## src/design/sic_pkg.sv

```systemverilog
// Operation
// - clear-mode 0: flags set and stay set
// - clear-mode 1, mode 11: sequencer releases alert
// - pin-drive enable 0: alert never driven
// - pin-drive enable 1: drive low on match
// - command enable gates command flag onto pin
// - proximity enables gate their channel flags
// - light enable bits gate light flags separately
// - proximity mode 00: flag on every completion
// - proximity mode 01: flag on threshold crossing
// - proximity mode 11: flag while above threshold
// - proximity mode acts only while enabled
// - light enable 00, mode 000: no light flags
// - light enable 01, mode 000: flag every visible sample
// - modes x01/x11 flag 0 on window exit
// - modes 10x/11x flag 1 on window entry
// - light mode encoding needs newer sequencer revision
// - configuration, enable, mode registers reset zero
// - command mode 00: flag on every reply
// - command mode 01: flag on error reply
package sic_pkg;
    // register offsets
    localparam logic [7:0] ADDR_PART = 8'h00;
    localparam logic [7:0] ADDR_SILICON_REV = 8'h01;
    localparam logic [7:0] ADDR_SEQ_REV = 8'h02;
    localparam logic [7:0] ADDR_INT_CFG = 8'h03;
    localparam logic [7:0] ADDR_SRC_ENABLE = 8'h04;
    localparam logic [7:0] ADDR_MODE_A = 8'h05;
    localparam logic [7:0] ADDR_MODE_B = 8'h06;
    localparam logic [7:0] ADDR_STATUS = 8'h21;
    // field positions
    localparam int CFG_PIN_EN_BIT = 0;
    localparam int CFG_CLR_MODE_BIT = 1;
    localparam int EN_CMD_BIT = 5;
    localparam int EN_PROX1_BIT = 2;
    localparam int MODE_A_LIGHT_LSB = 0;
    localparam int MODE_A_PROX1_LSB = 4;
    localparam int MODE_A_PROX2_LSB = 6;
    localparam int MODE_B_PROX3_LSB = 0;
    localparam int MODE_B_CMD_LSB = 2;
    localparam int REPLY_ERR_BIT = 7;
    // writable bits; the rest are reserved
    localparam logic [7:0] INT_CFG_MASK = 8'h03;
    localparam logic [7:0] SRC_ENABLE_MASK = 8'h3f;
    localparam logic [7:0] MODE_A_MASK = 8'hf7;
    localparam logic [7:0] MODE_B_MASK = 8'h0f;
    // reset values
    localparam logic [7:0] INT_CFG_RST = 8'h00;
    localparam logic [7:0] SRC_ENABLE_RST = 8'h00;
    localparam logic [7:0] MODE_A_RST = 8'h00;
    localparam logic [7:0] MODE_B_RST = 8'h00;
    localparam logic [5:0] STATUS_RST = 6'h00;
    // event mode encodings
    localparam logic [1:0] PROX_MODE_DONE = 2'h0;
    localparam logic [1:0] PROX_MODE_CROSS = 2'h1;
    localparam logic [1:0] PROX_MODE_ABOVE = 2'h3;
    localparam logic [1:0] CMD_MODE_ANY = 2'h0;
    localparam logic [1:0] CMD_MODE_ERR = 2'h1;
    localparam logic [2:0] LIGHT_MODE_EVERY = 3'h0;
    localparam logic [1:0] LIGHT_EXIT_VIS = 2'h1;
    localparam logic [1:0] LIGHT_EXIT_IR = 2'h3;
    localparam logic [1:0] LIGHT_ENTER_VIS = 2'h2;
    localparam logic [1:0] LIGHT_ENTER_IR = 2'h3;

    typedef struct packed {
        logic done;
        logic [15:0] value;
        logic [15:0] threshold;
    } sic_prox_meas_t;

    typedef struct packed {
        logic vis_done;
        logic ir_done;
        logic [15:0] vis;
        logic [15:0] ir;
        logic [15:0] low_limit;
        logic [15:0] high_limit;
    } sic_light_meas_t;

    typedef struct packed {
        logic wr;
        logic [7:0] data;
    } sic_reply_t;

    typedef struct packed {
        logic en;
        logic [7:0] addr;
        logic [7:0] data;
    } sic_reg_wr_t;
endpackage : sic_pkg

```

## src/design/sic_i2c_slave.sv

```systemverilog
`timescale 1ns/10ps
module sic_i2c_slave #(
    parameter logic [6:0] DEV_ADDR = 7'h5a
) (
    // clock and reset
    input wire logic clk,
    input wire logic reset,
    // serial pins
    input wire logic scl_in,
    input wire logic sda_in,
    output logic sda_out,
    output logic sda_oe_n,
    // register side
    input wire logic [7:0] rd_data,
    output logic [7:0] reg_ptr,
    output sic_pkg::sic_reg_wr_t reg_wr
);
    import sic_pkg::*;

    typedef enum logic [2:0] {
        ST_IDLE, ST_RECV, ST_ACK, ST_SEND, ST_HOSTACK
    } sic_i2c_state_t;

    sic_i2c_state_t state, next_state;
    logic scl_meta, scl_sync, scl_prev;
    logic sda_meta, sda_sync, sda_prev;
    logic [7:0] shreg, next_shreg;
    logic [3:0] bitcnt, next_bitcnt;
    logic is_addr, next_is_addr;
    logic is_ptr, next_is_ptr;
    logic reading, next_reading;
    logic host_acked, next_host_acked;
    logic [7:0] next_reg_ptr;
    sic_reg_wr_t next_reg_wr;
    logic next_sda_oe_n;
    logic scl_rise, scl_fall, start_seen, stop_seen;

    // only the second and third flops of each three-flop chain feed logic
    assign scl_rise = scl_sync & ~scl_prev;
    assign scl_fall = ~scl_sync & scl_prev;
    assign start_seen = scl_sync & scl_prev & sda_prev & ~sda_sync;
    assign stop_seen = scl_sync & scl_prev & ~sda_prev & sda_sync;

    always_comb begin
        next_state = state;
        next_shreg = shreg;
        next_bitcnt = bitcnt;
        next_is_addr = is_addr;
        next_is_ptr = is_ptr;
        next_reading = reading;
        next_host_acked = host_acked;
        next_reg_ptr = reg_ptr;
        next_reg_wr = '{en: 1'b0, addr: reg_ptr, data: shreg};
        next_sda_oe_n = sda_oe_n;
        if (start_seen) begin
            next_state = ST_RECV;
            next_bitcnt = 4'h0;
            next_is_addr = 1'b1;
            next_sda_oe_n = 1'b1;
        end else if (stop_seen) begin
            next_state = ST_IDLE;
            next_sda_oe_n = 1'b1;
        end else begin
            case (state)
                ST_RECV: begin
                    if (scl_rise) begin
                        next_shreg = {shreg[6:0], sda_sync};
                        next_bitcnt = bitcnt + 4'h1;
                    end else if (scl_fall && bitcnt == 4'h8) begin
                        next_bitcnt = 4'h0;
                        next_sda_oe_n = 1'b0;
                        next_state = ST_ACK;
                        if (is_addr) begin
                            next_is_addr = 1'b0;
                            next_reading = shreg[0];
                            next_is_ptr = ~shreg[0];
                            if (shreg[7:1] != DEV_ADDR) begin
                                next_sda_oe_n = 1'b1;
                                next_state = ST_IDLE;
                            end
                        end else if (is_ptr) begin
                            next_reg_ptr = shreg;
                            next_is_ptr = 1'b0;
                        end else begin
                            next_reg_wr.en = 1'b1;
                            next_reg_ptr = reg_ptr + 8'h01;
                        end
                    end
                end
                ST_ACK, ST_HOSTACK: begin
                    if (scl_rise) begin
                        next_host_acked = ~sda_sync;
                    end else if (scl_fall) begin
                        if (state == ST_ACK && !reading) begin
                            next_sda_oe_n = 1'b1;
                            next_state = ST_RECV;
                        end else if (state == ST_ACK || host_acked) begin
                            // read data was registered from the pointer
                            next_shreg = rd_data;
                            next_reg_ptr = reg_ptr + 8'h01;
                            next_sda_oe_n = rd_data[7];
                            next_bitcnt = 4'h1;
                            next_state = ST_SEND;
                        end else begin
                            next_state = ST_IDLE;
                        end
                    end
                end
                ST_SEND: begin
                    if (scl_fall) begin
                        if (bitcnt == 4'h8) begin
                            next_sda_oe_n = 1'b1;
                            next_bitcnt = 4'h0;
                            next_state = ST_HOSTACK;
                        end else begin
                            next_sda_oe_n = shreg[6];
                            next_shreg = {shreg[6:0], 1'b0};
                            next_bitcnt = bitcnt + 4'h1;
                        end
                    end
                end
                default: begin
                    next_state = ST_IDLE;
                end
            endcase
        end
    end

    always_ff @(posedge clk or posedge reset) begin
        if (reset) begin
            state <= ST_IDLE;
            scl_meta <= 1'b1;
            scl_sync <= 1'b1;
            scl_prev <= 1'b1;
            sda_meta <= 1'b1;
            sda_sync <= 1'b1;
            sda_prev <= 1'b1;
            shreg <= 8'h00;
            bitcnt <= 4'h0;
            is_addr <= 1'b0;
            is_ptr <= 1'b0;
            reading <= 1'b0;
            host_acked <= 1'b0;
            reg_ptr <= 8'h00;
            reg_wr <= '0;
            sda_oe_n <= 1'b1;
            sda_out <= 1'b0;
        end else begin
            state <= next_state;
            scl_meta <= scl_in;
            scl_sync <= scl_meta;
            scl_prev <= scl_sync;
            sda_meta <= sda_in;
            sda_sync <= sda_meta;
            sda_prev <= sda_sync;
            shreg <= next_shreg;
            bitcnt <= next_bitcnt;
            is_addr <= next_is_addr;
            is_ptr <= next_is_ptr;
            reading <= next_reading;
            host_acked <= next_host_acked;
            reg_ptr <= next_reg_ptr;
            reg_wr <= next_reg_wr;
            sda_oe_n <= next_sda_oe_n;
            sda_out <= 1'b0;
        end
    end
endmodule : sic_i2c_slave

```

## src/design/sic_top.sv

```systemverilog
`timescale 1ns/10ps
module sic_top #(
    parameter logic [6:0] DEV_ADDR = 7'h5a,
    // identity values are arbitrary
    parameter logic [7:0] PART_CODE = 8'h5a,
    parameter logic [7:0] SILICON_REV_CODE = 8'h11,
    parameter logic [7:0] SEQUENCER_REV_CODE = 8'h10,
    // arbitrary first revision with the windowed light modes
    parameter logic [7:0] LIGHT_MODE_MIN_REV = 8'h04
) (
    // clock and reset
    input wire logic clk,
    input wire logic reset,
    // serial host port
    input wire logic scl_in,
    input wire logic sda_in,
    output logic sda_out,
    output logic sda_oe_n,
    // alert pin, open drain
    output logic alert_out,
    output logic alert_oe_n,
    // sequencer events
    input sic_pkg::sic_reply_t reply,
    input sic_pkg::sic_prox_meas_t [2:0] prox_meas,
    input sic_pkg::sic_light_meas_t light_meas
);
    import sic_pkg::*;

    if (DEV_ADDR[6:3] == 4'h0 || DEV_ADDR[6:3] == 4'hf) begin : g_chk
        $error("device address falls in a reserved range");
    end

    logic [7:0] int_cfg, next_int_cfg;
    logic [7:0] src_enable, next_src_enable;
    logic [7:0] mode_a, next_mode_a;
    logic [7:0] mode_b, next_mode_b;
    logic [5:0] status_flags, next_status_flags;
    logic [2:0] above_prev, next_above_prev;
    logic vis_inside, next_vis_inside;
    logic ir_inside, next_ir_inside;
    logic [7:0] rd_data, next_rd_data;
    logic next_alert_oe_n;
    logic [7:0] reg_ptr;
    sic_reg_wr_t bus_wr;
    logic [1:0] prox_mode [3];
    logic [2:0] above_now, prox_set, prox_autoclr;
    logic [1:0] light_event_enable, cmd_event_mode;
    logic [2:0] light_event_mode;
    logic light_modes_ok, vis_in_now, ir_in_now;
    logic light_set0, light_set1, cmd_set;
    logic [5:0] set_vec, clr_vec;
    logic clear_mode;

    sic_i2c_slave #(.DEV_ADDR(DEV_ADDR)) u_host_port (
        .clk(clk),
        .reset(reset),
        .scl_in(scl_in),
        .sda_in(sda_in),
        .sda_out(sda_out),
        .sda_oe_n(sda_oe_n),
        .rd_data(rd_data),
        .reg_ptr(reg_ptr),
        .reg_wr(bus_wr)
    );

    assign clear_mode = int_cfg[CFG_CLR_MODE_BIT];
    assign prox_mode[0] = mode_a[MODE_A_PROX1_LSB +: 2];
    assign prox_mode[1] = mode_a[MODE_A_PROX2_LSB +: 2];
    assign prox_mode[2] = mode_b[MODE_B_PROX3_LSB +: 2];
    assign light_event_enable = src_enable[1:0];
    assign light_event_mode = mode_a[MODE_A_LIGHT_LSB +: 3];
    assign cmd_event_mode = mode_b[MODE_B_CMD_LSB +: 2];

    for (genvar g = 0; g < 3; g++) begin : g_prox
        logic en;
        assign en = src_enable[EN_PROX1_BIT + g];
        assign above_now[g] = prox_meas[g].value > prox_meas[g].threshold;
        assign prox_set[g] = en & prox_meas[g].done & (
            (prox_mode[g] == PROX_MODE_DONE) |
            (prox_mode[g] == PROX_MODE_CROSS &&
             above_now[g] != above_prev[g]) |
            (prox_mode[g] == PROX_MODE_ABOVE && above_now[g]));
        assign prox_autoclr[g] = clear_mode & en & prox_meas[g].done &
            (prox_mode[g] == PROX_MODE_ABOVE) & ~above_now[g];
    end

    // windowed light modes need a new sequencer
    assign light_modes_ok = SEQUENCER_REV_CODE >= LIGHT_MODE_MIN_REV;
    assign vis_in_now = light_meas.vis >= light_meas.low_limit &&
        light_meas.vis <= light_meas.high_limit;
    assign ir_in_now = light_meas.ir >= light_meas.low_limit &&
        light_meas.ir <= light_meas.high_limit;
    assign light_set0 = light_event_enable[0] & (
        (light_event_mode == LIGHT_MODE_EVERY && light_meas.vis_done) |
        (light_modes_ok & (
        (light_event_mode[1:0] == LIGHT_EXIT_VIS && light_meas.vis_done &&
         vis_inside && !vis_in_now) |
        (light_event_mode[1:0] == LIGHT_EXIT_IR && light_meas.ir_done &&
         ir_inside && !ir_in_now))));
    assign light_set1 = light_event_enable[1] & light_modes_ok & (
        (light_event_mode[2:1] == LIGHT_ENTER_VIS && light_meas.vis_done &&
         !vis_inside && vis_in_now) |
        (light_event_mode[2:1] == LIGHT_ENTER_IR && light_meas.ir_done &&
         !ir_inside && ir_in_now));
    assign cmd_set = src_enable[EN_CMD_BIT] & reply.wr & (
        (cmd_event_mode == CMD_MODE_ANY) |
        (cmd_event_mode == CMD_MODE_ERR && reply.data[REPLY_ERR_BIT]));

    assign set_vec = {cmd_set, prox_set, light_set1, light_set0};

    always_comb begin
        next_int_cfg = int_cfg;
        next_src_enable = src_enable;
        next_mode_a = mode_a;
        next_mode_b = mode_b;
        clr_vec = {1'b0, prox_autoclr, 2'b00};
        if (bus_wr.en) begin
            case (bus_wr.addr)
                ADDR_INT_CFG: next_int_cfg = bus_wr.data & INT_CFG_MASK;
                ADDR_SRC_ENABLE: begin
                    next_src_enable = bus_wr.data & SRC_ENABLE_MASK;
                end
                ADDR_MODE_A: next_mode_a = bus_wr.data & MODE_A_MASK;
                ADDR_MODE_B: next_mode_b = bus_wr.data & MODE_B_MASK;
                ADDR_STATUS: clr_vec = clr_vec | bus_wr.data[5:0];
                default: clr_vec = clr_vec;
            endcase
        end
        // sticky, a new event beats any clear
        next_status_flags = (status_flags & ~clr_vec) | set_vec;
        next_above_prev = above_prev;
        for (int i = 0; i < 3; i++) begin
            if (prox_meas[i].done) begin
                next_above_prev[i] = above_now[i];
            end
        end
        next_vis_inside = light_meas.vis_done ? vis_in_now : vis_inside;
        next_ir_inside = light_meas.ir_done ? ir_in_now : ir_inside;
        next_alert_oe_n = ~(int_cfg[CFG_PIN_EN_BIT] &
            (|(status_flags & src_enable[5:0])));
        case (reg_ptr)
            ADDR_PART: next_rd_data = PART_CODE;
            ADDR_SILICON_REV: next_rd_data = SILICON_REV_CODE;
            ADDR_SEQ_REV: next_rd_data = SEQUENCER_REV_CODE;
            ADDR_INT_CFG: next_rd_data = int_cfg;
            ADDR_SRC_ENABLE: next_rd_data = src_enable;
            ADDR_MODE_A: next_rd_data = mode_a;
            ADDR_MODE_B: next_rd_data = mode_b;
            ADDR_STATUS: next_rd_data = {2'b00, status_flags};
            default: next_rd_data = 8'h00;
        endcase
    end

    always_ff @(posedge clk or posedge reset) begin
        if (reset) begin
            int_cfg <= INT_CFG_RST;
            src_enable <= SRC_ENABLE_RST;
            mode_a <= MODE_A_RST;
            mode_b <= MODE_B_RST;
            status_flags <= STATUS_RST;
            above_prev <= 3'h0;
            vis_inside <= 1'b0;
            ir_inside <= 1'b0;
            rd_data <= 8'h00;
            alert_oe_n <= 1'b1;
            alert_out <= 1'b0;
        end else begin
            int_cfg <= next_int_cfg;
            src_enable <= next_src_enable;
            mode_a <= next_mode_a;
            mode_b <= next_mode_b;
            status_flags <= next_status_flags;
            above_prev <= next_above_prev;
            vis_inside <= next_vis_inside;
            ir_inside <= next_ir_inside;
            rd_data <= next_rd_data;
            alert_oe_n <= next_alert_oe_n;
            alert_out <= 1'b0;
        end
    end

    a_pin_never_driven: assert property (
        @(posedge clk) disable iff (reset)
        !int_cfg[CFG_PIN_EN_BIT] |=> alert_oe_n)
        else $error("alert driven while pin drive is off");

    a_pin_low_match: assert property (
        @(posedge clk) disable iff (reset)
        int_cfg[CFG_PIN_EN_BIT] && (|(status_flags & src_enable[5:0]))
        |=> !alert_oe_n)
        else $error("alert not driven on enabled flag");

    a_pin_release: assert property (
        @(posedge clk) disable iff (reset)
        !(|(status_flags & src_enable[5:0])) |=> alert_oe_n)
        else $error("alert held with no enabled flag");

    a_flags_sticky: assert property (
        @(posedge clk) disable iff (reset)
        !clear_mode && !(bus_wr.en && bus_wr.addr == ADDR_STATUS)
        |=> (status_flags & $past(status_flags)) == $past(status_flags))
        else $error("flag dropped without host clear");

    a_host_clear: assert property (
        @(posedge clk) disable iff (reset)
        bus_wr.en && bus_wr.addr == ADDR_STATUS && bus_wr.data[5] &&
        !reply.wr |=> !status_flags[5])
        else $error("command flag not cleared by host");

    a_cmd_any_reply: assert property (
        @(posedge clk) disable iff (reset)
        src_enable[EN_CMD_BIT] && cmd_event_mode == CMD_MODE_ANY &&
        reply.wr |=> status_flags[5])
        else $error("reply write did not set command flag");

    a_cmd_err_only: assert property (
        @(posedge clk) disable iff (reset)
        cmd_event_mode == CMD_MODE_ERR && !status_flags[5] &&
        !(reply.wr && reply.data[REPLY_ERR_BIT]) |=> !status_flags[5])
        else $error("command flag set without error reply");

    a_cmd_disabled: assert property (
        @(posedge clk) disable iff (reset)
        !src_enable[EN_CMD_BIT] && !status_flags[5] |=> !status_flags[5])
        else $error("command flag set while disabled");

    a_prox_above: assert property (
        @(posedge clk) disable iff (reset)
        src_enable[EN_PROX1_BIT] && prox_mode[0] == PROX_MODE_ABOVE &&
        prox_meas[0].done && above_now[0] |=> status_flags[2] ##1
        (status_flags[2] || $past(bus_wr.en) || $past(prox_autoclr[0])))
        else $error("above-threshold sample left flag clear");

    a_prox_disabled: assert property (
        @(posedge clk) disable iff (reset)
        !src_enable[EN_PROX1_BIT + 1] && !status_flags[3]
        |=> !status_flags[3])
        else $error("disabled channel set its flag");

    a_prox_autoclr: assert property (
        @(posedge clk) disable iff (reset)
        clear_mode && src_enable[EN_PROX1_BIT] &&
        prox_mode[0] == PROX_MODE_ABOVE && prox_meas[0].done &&
        !above_now[0] |=> !status_flags[2] && alert_oe_n == $past(
        alert_oe_n) || !status_flags[2])
        else $error("auto release did not clear channel flag");

    a_light_off: assert property (
        @(posedge clk) disable iff (reset)
        light_event_enable == 2'b00 && status_flags[1:0] == 2'b00
        |=> status_flags[1:0] == 2'b00)
        else $error("light flag set while disabled");

    a_light_every: assert property (
        @(posedge clk) disable iff (reset)
        light_event_enable == 2'b01 && light_event_mode == LIGHT_MODE_EVERY
        && light_meas.vis_done |=> status_flags[0])
        else $error("visible sample did not set light flag");

    a_reserved_zero: assert property (
        @(posedge clk) disable iff (reset)
        $rose(bus_wr.en) |=> (int_cfg & ~INT_CFG_MASK) == 8'h00 &&
        (src_enable & ~SRC_ENABLE_MASK) == 8'h00 &&
        (mode_a & ~MODE_A_MASK) == 8'h00)
        else $error("reserved bit holds a one");
endmodule : sic_top

```

## config.mk

```make
export PLATFORM = sky130hd
export DESIGN_NAME = sic_top
export DESIGN_NICKNAME = d
export VERILOG_FILES = /design/src/design/sic_pkg.sv /design/src/design/sic_i2c_slave.sv /design/src/design/sic_top.sv
export SDC_FILE = /design/constraint.sdc
export NUM_CORES = 1
export LEC_CHECK = 0
export BUFFER_PORTS_ARGS = -buffer_cell sky130_fd_sc_hd__buf_2
export CORE_MARGIN = 3
export CORE_UTILIZATION = 45
export DETAILED_ROUTE_END_ITERATION = 6
export PLACE_DENSITY = 0.72
export RECOVER_POWER = 25
export SYNTH_ARGS = -nofsm -noshare
export SYNTH_HDL_FRONTEND = slang
export SYNTH_SLANG_ARGS = --single-unit
```

## constraint.sdc

```tcl
create_clock -name clk -period 2.44 [get_ports clk]
set_input_delay 0.244 -clock clk [delete_from_list [all_inputs] [get_ports clk]]
set_output_delay 0.244 -clock clk [all_outputs]
set_load 0.1 [all_outputs]
```

==> impl_metrics.toml <==
[floorplan]
ios = 182
die_y_microns = 132
die_area_sq_mm = 0.0174
die-width_microns = 132
core_area_sq_mm = 0.0154
rows = 45
start_util_pct = 46.3

[worst_setup_path]
worstRegToRegCells = 6
worstSetupEndpoint = "u_host_port.reg_ptr[6]"
worstSetupStartpointType = "register"
r2r-end = "u_host_port.reg_ptr[6]"
crit_fanout = 16
crit_type = "reg -> reg"
r2r_start = "u_host_port.state[1]"
setup.worst_path.start = "u_host_port.state[1]"
arrival_ns = 2.47
critPathCaptureType = "register"
reg2reg_setup_slack_ns = 0.22
crit_required_ns = 2.69

[placed_design]
place_area_sq_mm = 0.00828
dpl.cell_count = 1176
dp_hpwl_mm = 14.1
gp_congestion = 0.884
port_buffers = 172

[hold_path]
hold_class = "in -> reg"
worstHoldStart = "prox_meas[32]"

[layout]
num_antenna_cells = 0
stdcell_count = 1194
fin_nets = 1274
drive_above_1_share_pct = 25.0
fin_area_sq_mm = 0.00860
area_growth_pct = 20.8

[detailed_routing]
vias = 6456
wire_per_inst_microns = 14.6
routed_wl_mm = 17.4
first_pass_iters = 5
drc = 0
antenna_left = 0
dr.first_iter.drc_count = 380
via_per_inst = 5.41

[logic_synthesis]
yosysTopAreaCellShare_pct = 28.8
avgSynthCellArea_sq_um = 8.96
synth_largest_area_cell = "dfrtp_1"
ys_seq_area_share_pct = 31.8
synthArstFlopShare_pct = 100
netlist_top_cells_area = "dfrtp_1, ha_1, inv_1, a21oi_1, nand2_1"
synth_edf_count = 0
yosys_warnings = 0
synth_top_flop_cell = "dfrtp_1"
synth_cell_type_count = 77
synth_common_cells = "ha_1, inv_1, dfrtp_1"
synthesis.area_sq_mm = 0.00712
ys_ff_latch = 90
yosysMostFrequentCell = "ha_1"
synth_cells = 795

[clock_tree]
h-tree-depth = 3
insertion_delay_ns = 0.34
cts_buffers = 9
clk_pin_slew_worst_paths_ns = 0.07
cts.path.max_buffers = 2
cts_tree = "yes"
cts_sinks = 90
root_buffer = "clkbuf_16"

[timing]
rsz0062_at_grt = "false"
final.period_utilization_pct = 91.0
max_freq_mhz = 450
tightestPinTransition_ns = 2.12
hold_slack_ns = 0.130
slew_violations = 91
finalSetupTns_ns = 0
setup_viol = 0
fin_skew_ns = 0.00611
hold_viol = 0
slew_headroom_pct = -41.5
min_period_ns = 2.22

[power]
finalPower_mw = 5.07
ir_worst_vdd_mv = 0.583
p_leak_nw = 4.46
powerDensity_mw_per_mm2 = 590

[global_route]
grt_remaining_overflow = 0
antenna_found_initial = 0
grt_pass1_wl_mm = 29.7
first_global_vias = 6363
grt_use_total_pct = 20.1
grt_start_max_net_pins = 91

[run_status]
status = "finished with violations"
violations = "max-capacitance violations, max-slew violations"

[run]
maxCapViolCount = 1
==> worst max-delay path: stages, from the launching register on <==
cell	delay, ns
dfrtp_1	0.52
and2b_4	0.27
o21ai_2	0.41
nand2_1	0.42
nand3_1	0.20
o21ai_0	0.10
a2bb2oi_1	0.21
==> per-stage QoR <==
step	utilization, %	setup slack (ns)
detailed placement	53.8	0.163
floorplan	-	0.536
global route	56.0	0.00866
finish	56.0	0.219
global placement	53.8	0.256
CTS	56.1	0.252
==> cell families after synthesis <==
logic type | Yosys count | synth area share [%]
AO/OA/AOI/OAI | 221 | 20.4
flip-flops | 90 | 31.8
AND/OR/NAND/NOR | 223 | 16.7
adder cells (fa/ha/maj) | 118 | 20.7
buffers and inverters | 118 | 6.59
other | 1 | 0.0526
multiplexers | 24 | 3.74
==> cells in the final DEF, fill, tap and decap left out, types with 3 or more instances in the layout <==
master       n
o211ai_1    11
a21o_1      18
dfstp_2      8
o31ai_1      4
nand3_1     33
o22ai_1      3
mux2_2      21
nand3b_1     3
nor3_1      14
nor2b_1     14
and4_1       6
ha_1       118
a21oi_1     69
a222oi_1     3
o21a_1       7
a21boi_0     6
nand4_1     20
nor4_1       4
buf_2      171
inv_6        3
o21ai_0     39
a221oi_1     4
dfrtp_1     82
nand2_1     71
inv_1      101
a22oi_1      8
a31oi_1     12
clkbuf_16    9
nor3b_1      3
buf_4       11
nor2_1      27
nand2b_1     3
a211oi_1     6
mux2i_1      3
==> power by group <==
part	switching [mW]	internal [mW]
clock	0.588	0.906
combinational	0.848	0.643
sequential	0.330	1.76
total	1.77	3.31
==> how the worst min path moves through the flow <==
stage / endpoint / slack [ns] / cells past startpoint
detailed placement: u_host_port.scl_sync / 0.35 / 0
global placement: u_host_port.scl_sync / 0.35 / 0
CTS: u_host_port.bitcnt[1] / 0.05 / 3
floorplan: u_host_port.scl_meta / 0.25 / 0
finish: above_prev[0] / 0.13 / 2
global route: above_prev[0] / 0.15 / 2
==> area by class of cell <==
class                   count  area [sq um]
multi-input cells         588          4400
repair buffers            186           967
clock buffers               9           225
clock inverters             7          98.8
flip-flops and latches     90          2260
fillers                  1390          6770
well taps                 211           264
inverters                 103           390
==> what timing repair did <==
action,in CTS,in global routing
endpoints found under the setup margin,0,0
hold buffers,2,0
buffers inserted,0,0
hold endpoints to repair,2,0
gates resized for setup,0,0
==> flip-flops by register name, summed over array words and instances, names as in the netlist, 4 cells and up <==
signal / count
u_host_port.bitcnt: 4
u_host_port.shreg: 8
status_flags: 6
src_enable: 6
mode_b: 4
u_host_port.reg_wr: 17
rd_data: 8
mode_a: 7
u_host_port.reg_ptr: 8
==> per-layer routing <==
layer | GRT usage, % | vias up | share of wire [%]
met3 | 4.01 | 21 | 5.3
met1 | 27.1 | 2983 | 46
met5 | 0 | - | 0
met4 | 4.55 | 0 | 1.4
met2 | 33.7 | 190 | 48
li1 | - | 3262 | -
No activity file was read; power rests on OpenSTA's default activity.
